$ cat src/hw/swp_pkg.sv
// constants and types shared by the writeback packer files
package swp_pkg;
  // apb register offsets (byte addresses)
  localparam logic [11:0] ADDR_CTRL      = 12'h000;
  localparam logic [11:0] ADDR_STATUS    = 12'h004;
  localparam logic [11:0] ADDR_REPLY_CNT = 12'h008;
  // control register fields and reset value
  localparam int          CTRL_EN_BIT    = 0;
  localparam logic [31:0] CTRL_RST       = 32'h0000_0001;
  // status register field positions
  localparam int          STAT_BUSY_BIT  = 0;
  localparam int          STAT_FMT16_BIT = 1;
  localparam int          STAT_MASK_BIT  = 2;
  localparam int          STAT_SLOT_LSB  = 4;
  localparam int          STAT_POS_LSB   = 8;
  // geometry of one reply
  localparam int          NUM_CH         = 4;
  localparam int          NUM_PIX        = 8;
  localparam int          REG_W          = 256;
  // slot codes: 0..3 colour channels, then the flag register
  localparam logic [2:0]  SLOT_FLAG      = 3'h4;
  localparam logic [2:0]  SLOT_NONE      = 3'h5;
  // flag register dword 0 layout
  localparam int          FLAG_HI_LSB    = 24;
  localparam int          FLAG_BORDER_LSB = 16;
  localparam int          FLAG_LO_LSB    = 8;
  localparam int          FLAG_NULL_LSB  = 0;
  localparam logic [7:0]  FLAG_FILL      = 8'hFF;
  localparam logic [15:0] FLAG_DISPATCH  = 16'hFFFF;
  // only dword 0 of the flag register is written (both halves)
  localparam logic [15:0] FLAG_HW_EN     = 16'h0003;
  typedef enum logic [1:0] {ST_IDLE, ST_LOAD, ST_SEND} swp_state_t;
endpackage

$ cat src/hw/swp_chan_fmt.sv
// lays eight pixel values of one channel out into a destination register
`timescale 1ns/100ps
module swp_chan_fmt (
  input  wire logic         fmt16,     // 1: 16-bit return format
  input  wire logic [7:0]   exec_mask, // pixel lanes enabled by the send
  input  wire logic [255:0] pix,       // pixel i value in bits 32i+31:32i
  output logic      [255:0] data,      // formatted register contents
  output logic      [15:0]  hw_en      // write enable per 16-bit half
);
  genvar i;
  generate
    for (i = 0; i < swp_pkg::NUM_PIX; i++) begin : g_dw
      // split by dword so no branch indexes past the pixel vectors
      if (i < swp_pkg::NUM_PIX / 2) begin : g_lo
        always_comb begin
          if (!fmt16) begin
            data[i*32 +: 32] = pix[i*32 +: 32];
            hw_en[i*2 +: 2]  = {2{exec_mask[i]}};
          end else begin
            // even pixel low half, odd pixel high half
            data[i*32 +: 32] = {pix[(2*i+1)*32 +: 16],
                                pix[2*i*32 +: 16]};
            hw_en[i*2 +: 2]  = {exec_mask[2*i+1], exec_mask[2*i]};
          end
        end
      end else begin : g_hi
        always_comb begin
          if (!fmt16) begin
            data[i*32 +: 32] = pix[i*32 +: 32];
            hw_en[i*2 +: 2]  = {2{exec_mask[i]}};
          end else begin
            data[i*32 +: 32] = 32'h0000_0000;
            hw_en[i*2 +: 2]  = 2'h0;
          end
        end
      end
    end
  endgenerate
endmodule // swp_chan_fmt

$ cat src/hw/swp_flag_word.sv
// builds dword 0 of the extra flag register
`timescale 1ns/100ps
module swp_flag_word (
  input  wire logic        fmt16,       // 1: 16-bit return format
  input  wire logic        killpix,     // sample-with-kill-pixel request
  input  wire logic [7:0]  alive_mask,  // 0: pixel killed by chroma key
  input  wire logic [7:0]  border_mask, // 0: pixel used border colour
  input  wire logic [7:0]  null_mask,   // 0: pixel touched a null page
  output logic      [31:0] word         // flag dword 0
);
  always_comb begin
    if (!fmt16 && killpix) begin
      // upper half lets the thread AND it with its dispatch header
      word = {swp_pkg::FLAG_DISPATCH, swp_pkg::FLAG_FILL, alive_mask};
    end else begin
      word = {swp_pkg::FLAG_FILL, border_mask,
              swp_pkg::FLAG_FILL, null_mask};
    end
  end
endmodule // swp_flag_word

$ cat src/hw/swp_packer.sv
// eight-lane sampler writeback packer with apb control and status
//
// Summary of operation
// 32-bit reply: four registers, five with kill
// skip disabled channels, pack the rest contiguously
// write only lanes enabled by execution mask
// kill reply appends flag register after channels
// 32-bit: dword per pixel, two subspans ordered
// 32-bit values: float, signed or unsigned
// green blue alpha follow red layout
// 32-bit flag only for kill or null-mask
// kill flag dword upper half all ones
// kill low half: alive bits, high eight ones
// null-mask: bits 31:24, 15:8 all ones
// bits 23:16 clear where border colour used
// bits 7:0 clear where null page used
// 16-bit: two pixels per dword, 7:4 reserved
// 16-bit values: half, signed or unsigned
// 16-bit flag only with fault mask enable
// 16-bit flag: fill ones, border, null
// thread reserves registers, counts enabled channels
//
// Added by the designer: the address map and the APB slave port.
`timescale 1ns/100ps
module swp_packer (
  input  wire logic         pclk,            // clock, 100 MHz
  input  wire logic         presetn,         // async reset, active low
  input  wire logic [11:0]  paddr,           // apb byte address
  input  wire logic         psel,            // apb select
  input  wire logic         penable,         // apb access phase
  input  wire logic         pwrite,          // apb write
  input  wire logic [31:0]  pwdata,          // apb write data
  output logic      [31:0]  prdata,          // apb read data
  output logic              pready,          // apb ready
  output logic              pslverr,         // apb error, unmapped
  input  wire logic         req_valid,       // sampler result valid
  output logic              req_ready,       // packer takes result
  input  wire logic         req_fmt16,       // 16-bit return format
  input  wire logic         req_killpix,     // sample-with-kill-pixel
  input  wire logic         req_null_en,     // header null-mask enable
  input  wire logic         req_fault_en,    // pixel fault mask enable
  input  wire logic [3:0]   req_ch_off,      // 1: channel disabled
  input  wire logic [7:0]   req_exec_mask,   // send execution mask
  input  wire logic [7:0]   req_base_reg,    // first destination reg
  input  wire logic [255:0] req_red,         // red, pixel i at 32i
  input  wire logic [255:0] req_green,       // green, same layout
  input  wire logic [255:0] req_blue,        // blue, same layout
  input  wire logic [255:0] req_alpha,       // alpha, same layout
  input  wire logic [7:0]   req_alive_mask,  // 0: chroma-key killed
  input  wire logic [7:0]   req_border_mask, // 0: border colour used
  input  wire logic [7:0]   req_null_mask,   // 0: null page used
  output logic              wb_valid,        // register beat valid
  input  wire logic         wb_ready,        // thread takes beat
  output logic      [7:0]   wb_reg,          // destination register
  output logic      [255:0] wb_data,         // register contents
  output logic      [15:0]  wb_hw_en,        // 16-bit half enables
  output logic              wb_is_flag,      // beat is flag register
  output logic              wb_last          // last beat of reply
);

  swp_pkg::swp_state_t state_ff;
  swp_pkg::swp_state_t nxt_state;

  logic [255:0] ch_data_ff [swp_pkg::NUM_CH];
  logic         fmt16_ff;
  logic         killpix_ff;
  logic         null_en_ff;
  logic         flag_need_ff;
  logic [3:0]   ch_off_ff;
  logic [7:0]   exec_ff;
  logic [7:0]   base_ff;
  logic [7:0]   alive_ff;
  logic [7:0]   border_ff;
  logic [7:0]   null_ff;
  logic [2:0]   slot_ff;
  logic [2:0]   pos_ff;
  logic [7:0]   wb_reg_ff;
  logic [255:0] wb_data_ff;
  logic [15:0]  wb_hw_en_ff;
  logic         wb_flag_ff;
  logic         wb_last_ff;
  logic [31:0]  ctrl_ff;
  logic [15:0]  reply_cnt_ff;
  logic [31:0]  prdata_ff;
  logic         pslverr_ff;

  logic         take;
  logic         beat_done;
  logic         flag_need;
  logic [2:0]   first_slot;
  logic [2:0]   cur_slot;
  logic [2:0]   after_slot;
  logic [255:0] fmt_data;
  logic [15:0]  fmt_hw_en;
  logic [31:0]  flag_word;
  logic         apb_setup;
  logic         apb_write;
  logic [31:0]  status_word;

  // first slot at or after start that carries a register, else none;
  // disabled channels are simply passed over, so later ones drop down
  function automatic logic [2:0] slot_from(
    input logic [2:0] start,
    input logic [3:0] off,
    input logic       need_flag
  );
    logic [2:0] res;
    res = swp_pkg::SLOT_NONE;
    for (int c = swp_pkg::NUM_CH - 1; c >= 0; c--) begin
      if ((3'(c) >= start) && !off[c]) begin
        res = 3'(c);
      end
    end
    if ((res == swp_pkg::SLOT_NONE) && need_flag &&
        (start <= swp_pkg::SLOT_FLAG)) begin
      res = swp_pkg::SLOT_FLAG;
    end
    return res;
  endfunction

  // 32-bit: flag only for kill or null-mask; 16-bit: fault mask enable
  assign flag_need = req_fmt16 ? req_fault_en
                               : (req_killpix | req_null_en);

  assign first_slot = slot_from(3'h0, req_ch_off, flag_need);
  assign cur_slot   = slot_ff;
  assign after_slot = slot_from(3'(slot_ff + 3'h1), ch_off_ff,
                                flag_need_ff);

  // a request with nothing to send is still taken, and simply dropped
  assign req_ready = (state_ff == swp_pkg::ST_IDLE) &&
                     ctrl_ff[swp_pkg::CTRL_EN_BIT];
  assign take      = req_valid && req_ready;
  assign beat_done = (state_ff == swp_pkg::ST_SEND) && wb_ready;

  // ---------------------------------------------------------------
  // request capture
  // ---------------------------------------------------------------
  always_ff @(posedge pclk or negedge presetn) begin
    if (!presetn) begin
      fmt16_ff     <= 1'b0;
      killpix_ff   <= 1'b0;
      null_en_ff   <= 1'b0;
      flag_need_ff <= 1'b0;
      ch_off_ff    <= 4'h0;
      exec_ff      <= 8'h00;
      base_ff      <= 8'h00;
      alive_ff     <= 8'h00;
      border_ff    <= 8'h00;
      null_ff      <= 8'h00;
    end else if (take) begin
      fmt16_ff     <= req_fmt16;
      killpix_ff   <= req_killpix;
      null_en_ff   <= req_null_en;
      flag_need_ff <= flag_need;
      ch_off_ff    <= req_ch_off;
      exec_ff      <= req_exec_mask;
      base_ff      <= req_base_reg;
      alive_ff     <= req_alive_mask;
      border_ff    <= req_border_mask;
      null_ff      <= req_null_mask;
    end
  end

  // fixed slot order red, green, blue, alpha before compaction
  always_ff @(posedge pclk or negedge presetn) begin
    if (!presetn) begin
      for (int c = 0; c < swp_pkg::NUM_CH; c++) begin
        ch_data_ff[c] <= '0;
      end
    end else if (take) begin
      ch_data_ff[0] <= req_red;
      ch_data_ff[1] <= req_green;
      ch_data_ff[2] <= req_blue;
      ch_data_ff[3] <= req_alpha;
    end
  end

  // ---------------------------------------------------------------
  // sequencing: one load cycle, then hold the beat until taken
  // ---------------------------------------------------------------
  always_comb begin
    nxt_state = state_ff;
    case (state_ff)
      swp_pkg::ST_IDLE: begin
        if (take && (first_slot != swp_pkg::SLOT_NONE)) begin
          nxt_state = swp_pkg::ST_LOAD;
        end
      end
      swp_pkg::ST_LOAD: nxt_state = swp_pkg::ST_SEND;
      swp_pkg::ST_SEND: begin
        if (wb_ready) begin
          nxt_state = wb_last_ff ? swp_pkg::ST_IDLE : swp_pkg::ST_LOAD;
        end
      end
      default: nxt_state = swp_pkg::ST_IDLE;
    endcase
  end

  always_ff @(posedge pclk or negedge presetn) begin
    if (!presetn) begin
      state_ff <= swp_pkg::ST_IDLE;
    end else begin
      state_ff <= nxt_state;
    end
  end

  // slot being sent and its position counted from the base register
  always_ff @(posedge pclk or negedge presetn) begin
    if (!presetn) begin
      slot_ff <= swp_pkg::SLOT_NONE;
      pos_ff  <= 3'h0;
    end else if (take) begin
      slot_ff <= first_slot;
      pos_ff  <= 3'h0;
    end else if (beat_done && !wb_last_ff) begin
      slot_ff <= after_slot;
      pos_ff  <= 3'(pos_ff + 3'h1);
    end
  end

  swp_chan_fmt u_chan_fmt (
    .fmt16     (fmt16_ff),
    .exec_mask (exec_ff),
    .pix       (ch_data_ff[cur_slot[1:0]]),
    .data      (fmt_data),
    .hw_en     (fmt_hw_en)
  );

  swp_flag_word u_flag_word (
    .fmt16       (fmt16_ff),
    .killpix     (killpix_ff),
    .alive_mask  (alive_ff),
    .border_mask (border_ff),
    .null_mask   (null_ff),
    .word        (flag_word)
  );

  // beat registers, loaded in the load cycle so outputs are flopped
  always_ff @(posedge pclk or negedge presetn) begin
    if (!presetn) begin
      wb_reg_ff   <= 8'h00;
      wb_data_ff  <= '0;
      wb_hw_en_ff <= 16'h0000;
      wb_flag_ff  <= 1'b0;
      wb_last_ff  <= 1'b0;
    end else if (state_ff == swp_pkg::ST_LOAD) begin
      wb_reg_ff  <= 8'(base_ff + {5'h00, pos_ff});
      wb_last_ff <= (after_slot == swp_pkg::SLOT_NONE);
      if (cur_slot == swp_pkg::SLOT_FLAG) begin
        // dwords 1..7 of the flag register are never written
        wb_data_ff  <= {224'h0, flag_word};
        wb_hw_en_ff <= swp_pkg::FLAG_HW_EN;
        wb_flag_ff  <= 1'b1;
      end else begin
        wb_data_ff  <= fmt_data;
        wb_hw_en_ff <= fmt_hw_en;
        wb_flag_ff  <= 1'b0;
      end
    end
  end

  assign wb_valid   = (state_ff == swp_pkg::ST_SEND);
  assign wb_reg     = wb_reg_ff;
  assign wb_data    = wb_data_ff;
  assign wb_hw_en   = wb_hw_en_ff;
  assign wb_is_flag = wb_flag_ff;
  assign wb_last    = wb_last_ff;

  // ---------------------------------------------------------------
  // apb slave: zero wait states, read data captured in setup
  // ---------------------------------------------------------------
  assign apb_setup = psel && !penable;
  assign apb_write = psel && penable && pwrite;

  assign status_word = {16'h0000, 5'h00, pos_ff,
                        1'b0, slot_ff, 1'b0, flag_need_ff, fmt16_ff,
                        (state_ff != swp_pkg::ST_IDLE)};

  always_ff @(posedge pclk or negedge presetn) begin
    if (!presetn) begin
      ctrl_ff <= swp_pkg::CTRL_RST;
    end else if (apb_write && (paddr == swp_pkg::ADDR_CTRL)) begin
      // clearing enable stalls new requests; a reply in flight finishes
      ctrl_ff <= {31'h0, pwdata[swp_pkg::CTRL_EN_BIT]};
    end
  end

  // counts whole replies handed to the thread; wraps silently
  always_ff @(posedge pclk or negedge presetn) begin
    if (!presetn) begin
      reply_cnt_ff <= 16'h0000;
    end else if (beat_done && wb_last_ff) begin
      reply_cnt_ff <= 16'(reply_cnt_ff + 16'h0001);
    end
  end

  always_ff @(posedge pclk or negedge presetn) begin
    if (!presetn) begin
      prdata_ff  <= 32'h0000_0000;
      pslverr_ff <= 1'b0;
    end else if (apb_setup) begin
      pslverr_ff <= 1'b0;
      case (paddr)
        swp_pkg::ADDR_CTRL:      prdata_ff <= ctrl_ff;
        swp_pkg::ADDR_STATUS:    prdata_ff <= status_word;
        swp_pkg::ADDR_REPLY_CNT: prdata_ff <= {16'h0000, reply_cnt_ff};
        default: begin
          prdata_ff  <= 32'h0000_0000;
          pslverr_ff <= 1'b1;
        end
      endcase
    end
  end

  assign prdata  = prdata_ff;
  assign pready  = 1'b1;
  assign pslverr = pslverr_ff & psel & penable;

  // ---------------------------------------------------------------
  // checks
  // ---------------------------------------------------------------
  AST_MAX_REGS: assert property (
    @(posedge pclk) disable iff (!presetn)
    wb_valid |-> (pos_ff <= (wb_is_flag ? 3'h4 : 3'h3)))
    else $error("reply exceeds its register budget");

  AST_COMPACT: assert property (
    @(posedge pclk) disable iff (!presetn)
    (wb_valid && wb_ready && !wb_last) |->
      ##2 (wb_valid && (wb_reg == 8'($past(wb_reg, 2) + 8'h01))))
    else $error("next register is not the following one");

  AST_SKIP_OFF: assert property (
    @(posedge pclk) disable iff (!presetn)
    (wb_valid && !wb_is_flag) |-> !ch_off_ff[slot_ff[1:0]])
    else $error("disabled channel was sent");

  AST_LANES32: assert property (
    @(posedge pclk) disable iff (!presetn)
    (wb_valid && !wb_is_flag && !fmt16_ff) |->
      (wb_hw_en == {exec_ff[7], exec_ff[7], exec_ff[6], exec_ff[6],
                    exec_ff[5], exec_ff[5], exec_ff[4], exec_ff[4],
                    exec_ff[3], exec_ff[3], exec_ff[2], exec_ff[2],
                    exec_ff[1], exec_ff[1], exec_ff[0], exec_ff[0]}))
    else $error("lane enables differ from execution mask");

  AST_FLAG_LAST: assert property (
    @(posedge pclk) disable iff (!presetn)
    (wb_valid && wb_is_flag) |-> (wb_last && wb_hw_en == 16'h0003))
    else $error("flag register not last or writes extra dwords");

  AST_KILL_FLAG: assert property (
    @(posedge pclk) disable iff (!presetn)
    (wb_valid && wb_last && killpix_ff && !fmt16_ff) |-> wb_is_flag)
    else $error("kill reply ended without flag register");

  AST_KILL_HI: assert property (
    @(posedge pclk) disable iff (!presetn)
    (wb_valid && wb_is_flag && killpix_ff && !fmt16_ff) |->
      (wb_data[31:8] == 24'hFFFFFF && wb_data[7:0] == alive_ff))
    else $error("kill flag dword malformed");

  AST_NULL_FILL: assert property (
    @(posedge pclk) disable iff (!presetn)
    (wb_valid && wb_is_flag && (fmt16_ff || !killpix_ff)) |->
      (wb_data[31:24] == 8'hFF && wb_data[15:8] == 8'hFF &&
       wb_data[23:16] == border_ff && wb_data[7:0] == null_ff))
    else $error("null-mask flag dword malformed");

  AST_RES16: assert property (
    @(posedge pclk) disable iff (!presetn)
    (wb_valid && fmt16_ff && !wb_is_flag) |->
      (wb_hw_en[15:8] == 8'h00))
    else $error("reserved 16-bit dwords written");

  AST_NO_FLAG16: assert property (
    @(posedge pclk) disable iff (!presetn)
    (wb_valid && wb_is_flag && fmt16_ff) |->
      (flag_need_ff && wb_last))
    else $error("16-bit flag sent without fault mask enable");

endmodule // swp_packer

$ cat config.mk
export PLATFORM = sky130hd
export DESIGN_NAME = swp_packer
export DESIGN_NICKNAME = d
export VERILOG_FILES = /design/src/hw/swp_pkg.sv /design/src/hw/swp_chan_fmt.sv /design/src/hw/swp_flag_word.sv /design/src/hw/swp_packer.sv
export SDC_FILE = /design/constraint.sdc
export NUM_CORES = 2
export LEC_CHECK = 0
export BUFFER_PORTS_ARGS = -buffer_cell sky130_fd_sc_hd__buf_2
export CAP_MARGIN = 20
export CORE_AREA = 2 2 569 571
export CTS_BUF_LIST = sky130_fd_sc_hd__clkbuf_4
export DETAILED_ROUTE_END_ITERATION = 8
export DIE_AREA = 0 0 571 573
export GPL_ROUTABILITY_DRIVEN = 0
export PLACE_DENSITY_LB_ADDON = 0.2
export SYNTH_ARGS = -nofsm -noshare
export SYNTH_HDL_FRONTEND = slang
export SYNTH_HIERARCHICAL = 1
export SYNTH_SLANG_ARGS = --single-unit
$ cat constraint.sdc
create_clock -name pclk -period 2.35 [get_ports pclk]
set_input_delay 0.1175 -clock pclk [delete_from_list [all_inputs] [get_ports pclk]]
set_output_delay 0.1175 -clock pclk [all_outputs]
set_load 0.01 [all_outputs]
==> implementation parameters, run 1 <==
Parameter                              Value

Outcome
  Stage where the flow stopped    clock tree synthesis (4_1_cts)
  Stop err    [ERROR RSZ-0060] Max buffer count reached.
  Status    aborted with a tool error

Clock tree
  Library cell used as clock root buffer    clkbuf_4
  Post-CTS repair timing setup buffer count    46
  Quantity of gates resized following cts    96
  Number of clock sinks seen by CTS    about 1.4k
  Cts hold-fix bufs    2,487
  Count of H-tree levels built during CTS    5
  Total CTS buffers    slightly above 400
  Clock tree buffer depth    4

Die
  Horizontal extent of the die    571 um
  Effective utilization at floorplan    19.3%
  Overall die height    573 um
  Top-level port count    1,441
  Std-Cell Rows    208

Yosys
  Post-Syn Instances    6,116
  Yosys warnings    6
  Post-synthesis sequential element count    1,395
  Share of the synthesized area in the top cell type    approximately 56%
  Number of distinct library cells after synthesis    56
  Part of the Yosys area used for sequential elements    56.3%
  Share of flip-flops with an asynchronous set or reset    100%
  Primary flip-flop cell chosen by synthesis mapping    dfrtp_1
  Cell type with the largest total area after synthesis    dfrtp_1
  Syn avg cell area    10.1 um2
  Largest cells by area after synthesis    dfrtp_1 (56%), nand2_1 (20%), mux4_2 (9.3%)
  Area of the mapped netlist    between 60,000 and 70,000 um2
  Number of synthesized flops with an enable pin    0

Place
  Count of input and output buffers    1,392
  Placement Cell Area    74,900 um2
  Detailed placer's ending HPWL    227,000 um
cells in the mapped netlist, drive strengths merged, types with 2 or more instances:
cell type  instances
nand2           3268
nand4              8
or3                2
or2b               3
nand3             12
nand2b            10
o211ai             2
nor3               2
and3               6
and2               9
dfstp              3
a21oi              8
o22a               2
nor3b              3
a221o              8
mux2             129
nor2              13
a22o             245
mux2i             33
conb               3
xor2               6
mux4             256
nor2b            137
a31oi              4
xnor2             15
buf              376
nor4               3
inv               10
clkbuf            74
dfrtp           1392
ha                 9
o21ai             51
metrics by stage:
| stage | setup WS, ns | TNS, ns | util (%) | cells |
|---|---|---|---|---|
| after detailed placement | -0.102 | -2.87 | 23.4 | 11700 |
| after global placement | -0.115 | -2.91 | 23.4 | 11700 |
| after floorplan | 0.00306 | 0 | - | 6146 |
kinds of logic after synthesis:
| kind of cell | after synthesis | share of synthesized area [%] |
|---|---|---|
| AND/OR/NAND/NOR | 3480 | 22.0 |
| flip-flops | 1395 | 56.3 |
| buffers and inverters | 460 | 4.37 |
| multiplexers | 418 | 12.5 |
| AO/OA/AOI/OAI | 329 | 4.29 |
| XOR/XNOR | 21 | 0.297 |
| adder cells (fa/ha/maj) | 10 | 0.214 |
| other | 3 | 0.0182 |
==> inputs of run 2 (changes only) <==
--- a/config.mk
+++ b/config.mk
@@ -8,11 +8,10 @@
 export BUFFER_PORTS_ARGS = -buffer_cell sky130_fd_sc_hd__buf_2
 export CAP_MARGIN = 20
 export CORE_AREA = 2 2 569 571
-export CTS_BUF_LIST = sky130_fd_sc_hd__clkbuf_4
 export DETAILED_ROUTE_END_ITERATION = 8
 export DIE_AREA = 0 0 571 573
 export GPL_ROUTABILITY_DRIVEN = 0
-export PLACE_DENSITY_LB_ADDON = 0.2
+export PLACE_DENSITY_LB_ADDON = 0.15
 export SYNTH_ARGS = -nofsm -noshare
 export SYNTH_HDL_FRONTEND = slang
 export SYNTH_HIERARCHICAL = 1
==> constraint.sdc (replaced) <==
create_clock -name pclk -period 3.06 [get_ports pclk]
set_input_delay 0.153 -clock pclk [delete_from_list [all_inputs] [get_ports pclk]]
set_output_delay 0.153 -clock pclk [all_outputs]
set_load 0.01 [all_outputs]
==> implementation parameters, run 2 <==
Parameter                              Value

Outcome
  Status    finished, final reports clean

Final layout
  Share of final-layout standard cells stronger than drive strength 1    25.1%
  Flip-flop count of the largest register after layout    1,024
  Most common cell after layout, fill and taps aside    nand2_1
  Leading cell types in the layout, fill and taps excluded    nand2_1 (3,267), dlygate4sd3_1 (1,400), buf_2 (1,391)
  Layout overhead on the synthesized area    51.6%
  Number of nets in the finished design    9,979
  Largest register by flop count    ch_data_ff
  Utilization after layout    roughly 29%

Timing
  Worst max-slew margin expressed relative to the limit    around 35%
  Number of max-slew violations in the final report    0
  Final worst hold slack    0.0910 ns
  Worst clock skew    0.0430 ns
  Worst slew pin tran    a little under 1 ns
  Share of the cycle needed by the critical path after routing    91.4%
  Final Critical Period    2.80 ns
  Setup-violating endpoint count in the final report    0
  Final Hold Violating Endpoints    0
  Final setup TNS    0 ns
  Max Fclk    358 MHz
  Unrepaired setup endpoints after global routing    no

Yosys
  Largest cells by area after synthesis    dfrtp_1 (56%), nand2_1 (20%), mux4_2 (9.3%)
  Part of the Yosys area used for sequential elements    between 50% and 60%
  Area of the mapped netlist    between 60,000 and 70,000 um2
  Most numerous cell in the Yosys netlist    nand2_1
  Share of the synthesized area in the top cell type    56.2%
  Cell type with the largest total area after synthesis    dfrtp_1
  Primary flip-flop cell chosen by synthesis mapping    dfrtp_1
  Share of flip-flops with an asynchronous set or reset    100%
  Number of synthesized flops with an enable pin    0
  Post-Syn Instances    between 6k and 7k
  Post-synthesis sequential element count    1,395
  Yosys warnings    6
  Leading cell types by count after synthesis    nand2_1 (3,268), dfrtp_1 (1,392), mux4_2 (256)
  Syn avg cell area    10.1 um2
  Number of distinct library cells after synthesis    56

Setup path
  WP data arrival    3.53 ns
  Critical path endpoint    ch_data_ff[114]
  Worst setup path start    state_ff[1]
  Category of the worst setup path capture point    flip-flop
  Worst reg2reg endpoint    ch_data_ff[114]
  Worst Path Max Fanout    between 90 and 100
  Crit path required time    3.80 ns
  Setup crit start kind    flip-flop
  Depth of the most critical reg-to-reg path    7
  Type of the worst setup path    reg2reg
  Reg2Reg Setup Slack    0.26 ns
  RR Startpoint    state_ff[1]

Drt
  Detailed-routing iteration count for the pre-antenna-repair pass    7
  Average wire per standard cell    22.2 um
  Vias    55.0k
  DRC viols    0
  DR iter-0 viols    2,847
  Total wire length after detailed routing    297,000 um
  Post-DR vias/cell    4.12
  Remaining antenna violation count after routing    0

Clock tree
  Number of clock sinks seen by CTS    1,395
  Clock slew at reported path FFs    0.06 ns
  CTS tree    done
  Post-CTS repair timing setup buffer count    0
  Clock tree buffer depth    4
  Latest clock arrival within the worst-skew pair    0.83 ns
  Library cell used as clock root buffer    clkbuf_16
  Count of H-tree levels built during CTS    4
  Total CTS buffers    roughly 180

Power and ir drop
  Static leakage    between 40 and 50 nW
  Share of total power in the clock network    44.1%
  Net switching fraction of the power    roughly 28%
  Design internal power    35.7 mW
  Portion of total power attributed to combinational logic    17.1%
  Part of the power in registers    between 30% and 40%
  Maximum ir drop on the vdd rail    between 0.4 and 0.5 mV
  Ratio of total power to cell area    526 nW/um2
  Sw Pwr    13.7 mW

Die
  Horizontal extent of the die    between 500 and 600 um
  Standard cell core area    320,000 um2
  Overall die height    573 um
  Std-Cell Rows    208
  Top-level port count    1,441
  Effective utilization at floorplan    approximately 19%
  Total Die Area    327,000 um2

Place
  Count of input and output buffers    1,392
  Detailed placer's ending HPWL    about 220,000 um

Global routing
  All-layer global routing usage    17.7%
  Largest net degree at the start of global routing    133
  Initial antenna violation count    82
  GR Overflow Total    0
  Via count of the first global-routing pass    58.8k
  First-pass GRT wire length    around 420,000 um

Run
  Max_cap viols    0

Min path
  Min-delay worst type    in2reg
## run 2: how the worst min path moves through the flow
| stage | startpoint | end | slack (ns) | cells past startpoint |
|---|---|---|---|---|
| global route | req_alive_mask[6] | alive_ff[6] | 0.03 | 4 |
| floorplan | presetn | alive_ff[0] | -0.14 | 0 |
| finish | req_alpha[214] | ch_data_ff[214] | 0.09 | 4 |
| global placement | presetn | ch_data_ff[366] | 0.17 | 1 |
| detailed placement | presetn | ch_data_ff[366] | 0.17 | 1 |
| CTS | req_red[104] | ch_data_ff[872] | 0.0002 | 4 |
## run 2: per-layer routing
layer / wire, um / up-vias / GRT usage [%] / share of wire [%]
met4: 11000 / 30 / 6.18 / 3.7
met2: 137000 / 1627 / 29.0 / 46
met5: 184 / - / 0 / 0.062
met1: 130000 / 27600 / 22.8 / 44
met3: 17800 / 451 / 3.81 / 6.0
li1: - / 25300 / - / -
## run 2: critical path: stages, from the launching register on
cell           delay (ns)
dfrtp_1              0.45
nor2_1               0.47
and3_4               0.35
buf_12               0.22
buf_12               0.37
nand2_1              0.13
nand2_1              0.07
dlygate4sd3_1        0.53
## run 2: metrics by stage
step           setup WS (ns)  instances  area, um2  power (mW)
2_1_floorplan          0.616       6146      62100        22.9
3_3_place_gp           0.427      11600      73900        26.7
3_5_place_dp           0.405      11600      73900        26.7
4_1_cts                0.105      13300      93800        50.4
5_1_grt              0.00324      13300      94000        51.5
6_report               0.264      13400      94000        49.4
## run 2: cell type report
cell class / instances / area (um2)
multi-input combinational: 4291 / 24500
sequential: 1395 / 34900
clock inverter: 62 / 744
fill: 33600 / 226000
inverter: 10 / 37.5
clock buffer: 259 / 5210
tap: 4305 / 5390
antenna: 62 / 155
timing repair buffer: 2970 / 23000
## run 2: logic make-up (layout without fill, tap and decap cells)
| family | after synthesis | in the layout | synth area share, % |
|---|---|---|---|
| muxes | 418 | 418 | 12.5 |
| and+or+nand+nor | 3480 | 3480 | 22.0 |
| DFF | 1395 | 1395 | 56.3 |
| AOI/OAI and AO/OA | 329 | 329 | 4.29 |
| adders and majority gates | 10 | 10 | 0.214 |
| xor gates and xnor gates | 21 | 21 | 0.297 |
| other | 3 | 95 | 0.0182 |
| buffers and inverters | 460 | 3301 | 4.37 |
## run 2: what timing repair did
item	4_1_cts	5_1_grt
gates resized for setup	0	0
endpoints found under the hold margin	2362	0
hold buffers	1400	0
## run 2: power by group through the flow
stage	Combinational, mW	Clock, mW	Sequential, mW
2_1_floorplan	3.46	0	19.4
3_3_place_gp	7.18	0	19.5
3_5_place_dp	7.18	0	19.5
4_1_cts	8.67	22.5	19.2
5_1_grt	9.09	23.2	19.2
6_report	8.46	21.8	19.2
Note: power is estimated with default switching activity, not from simulation.
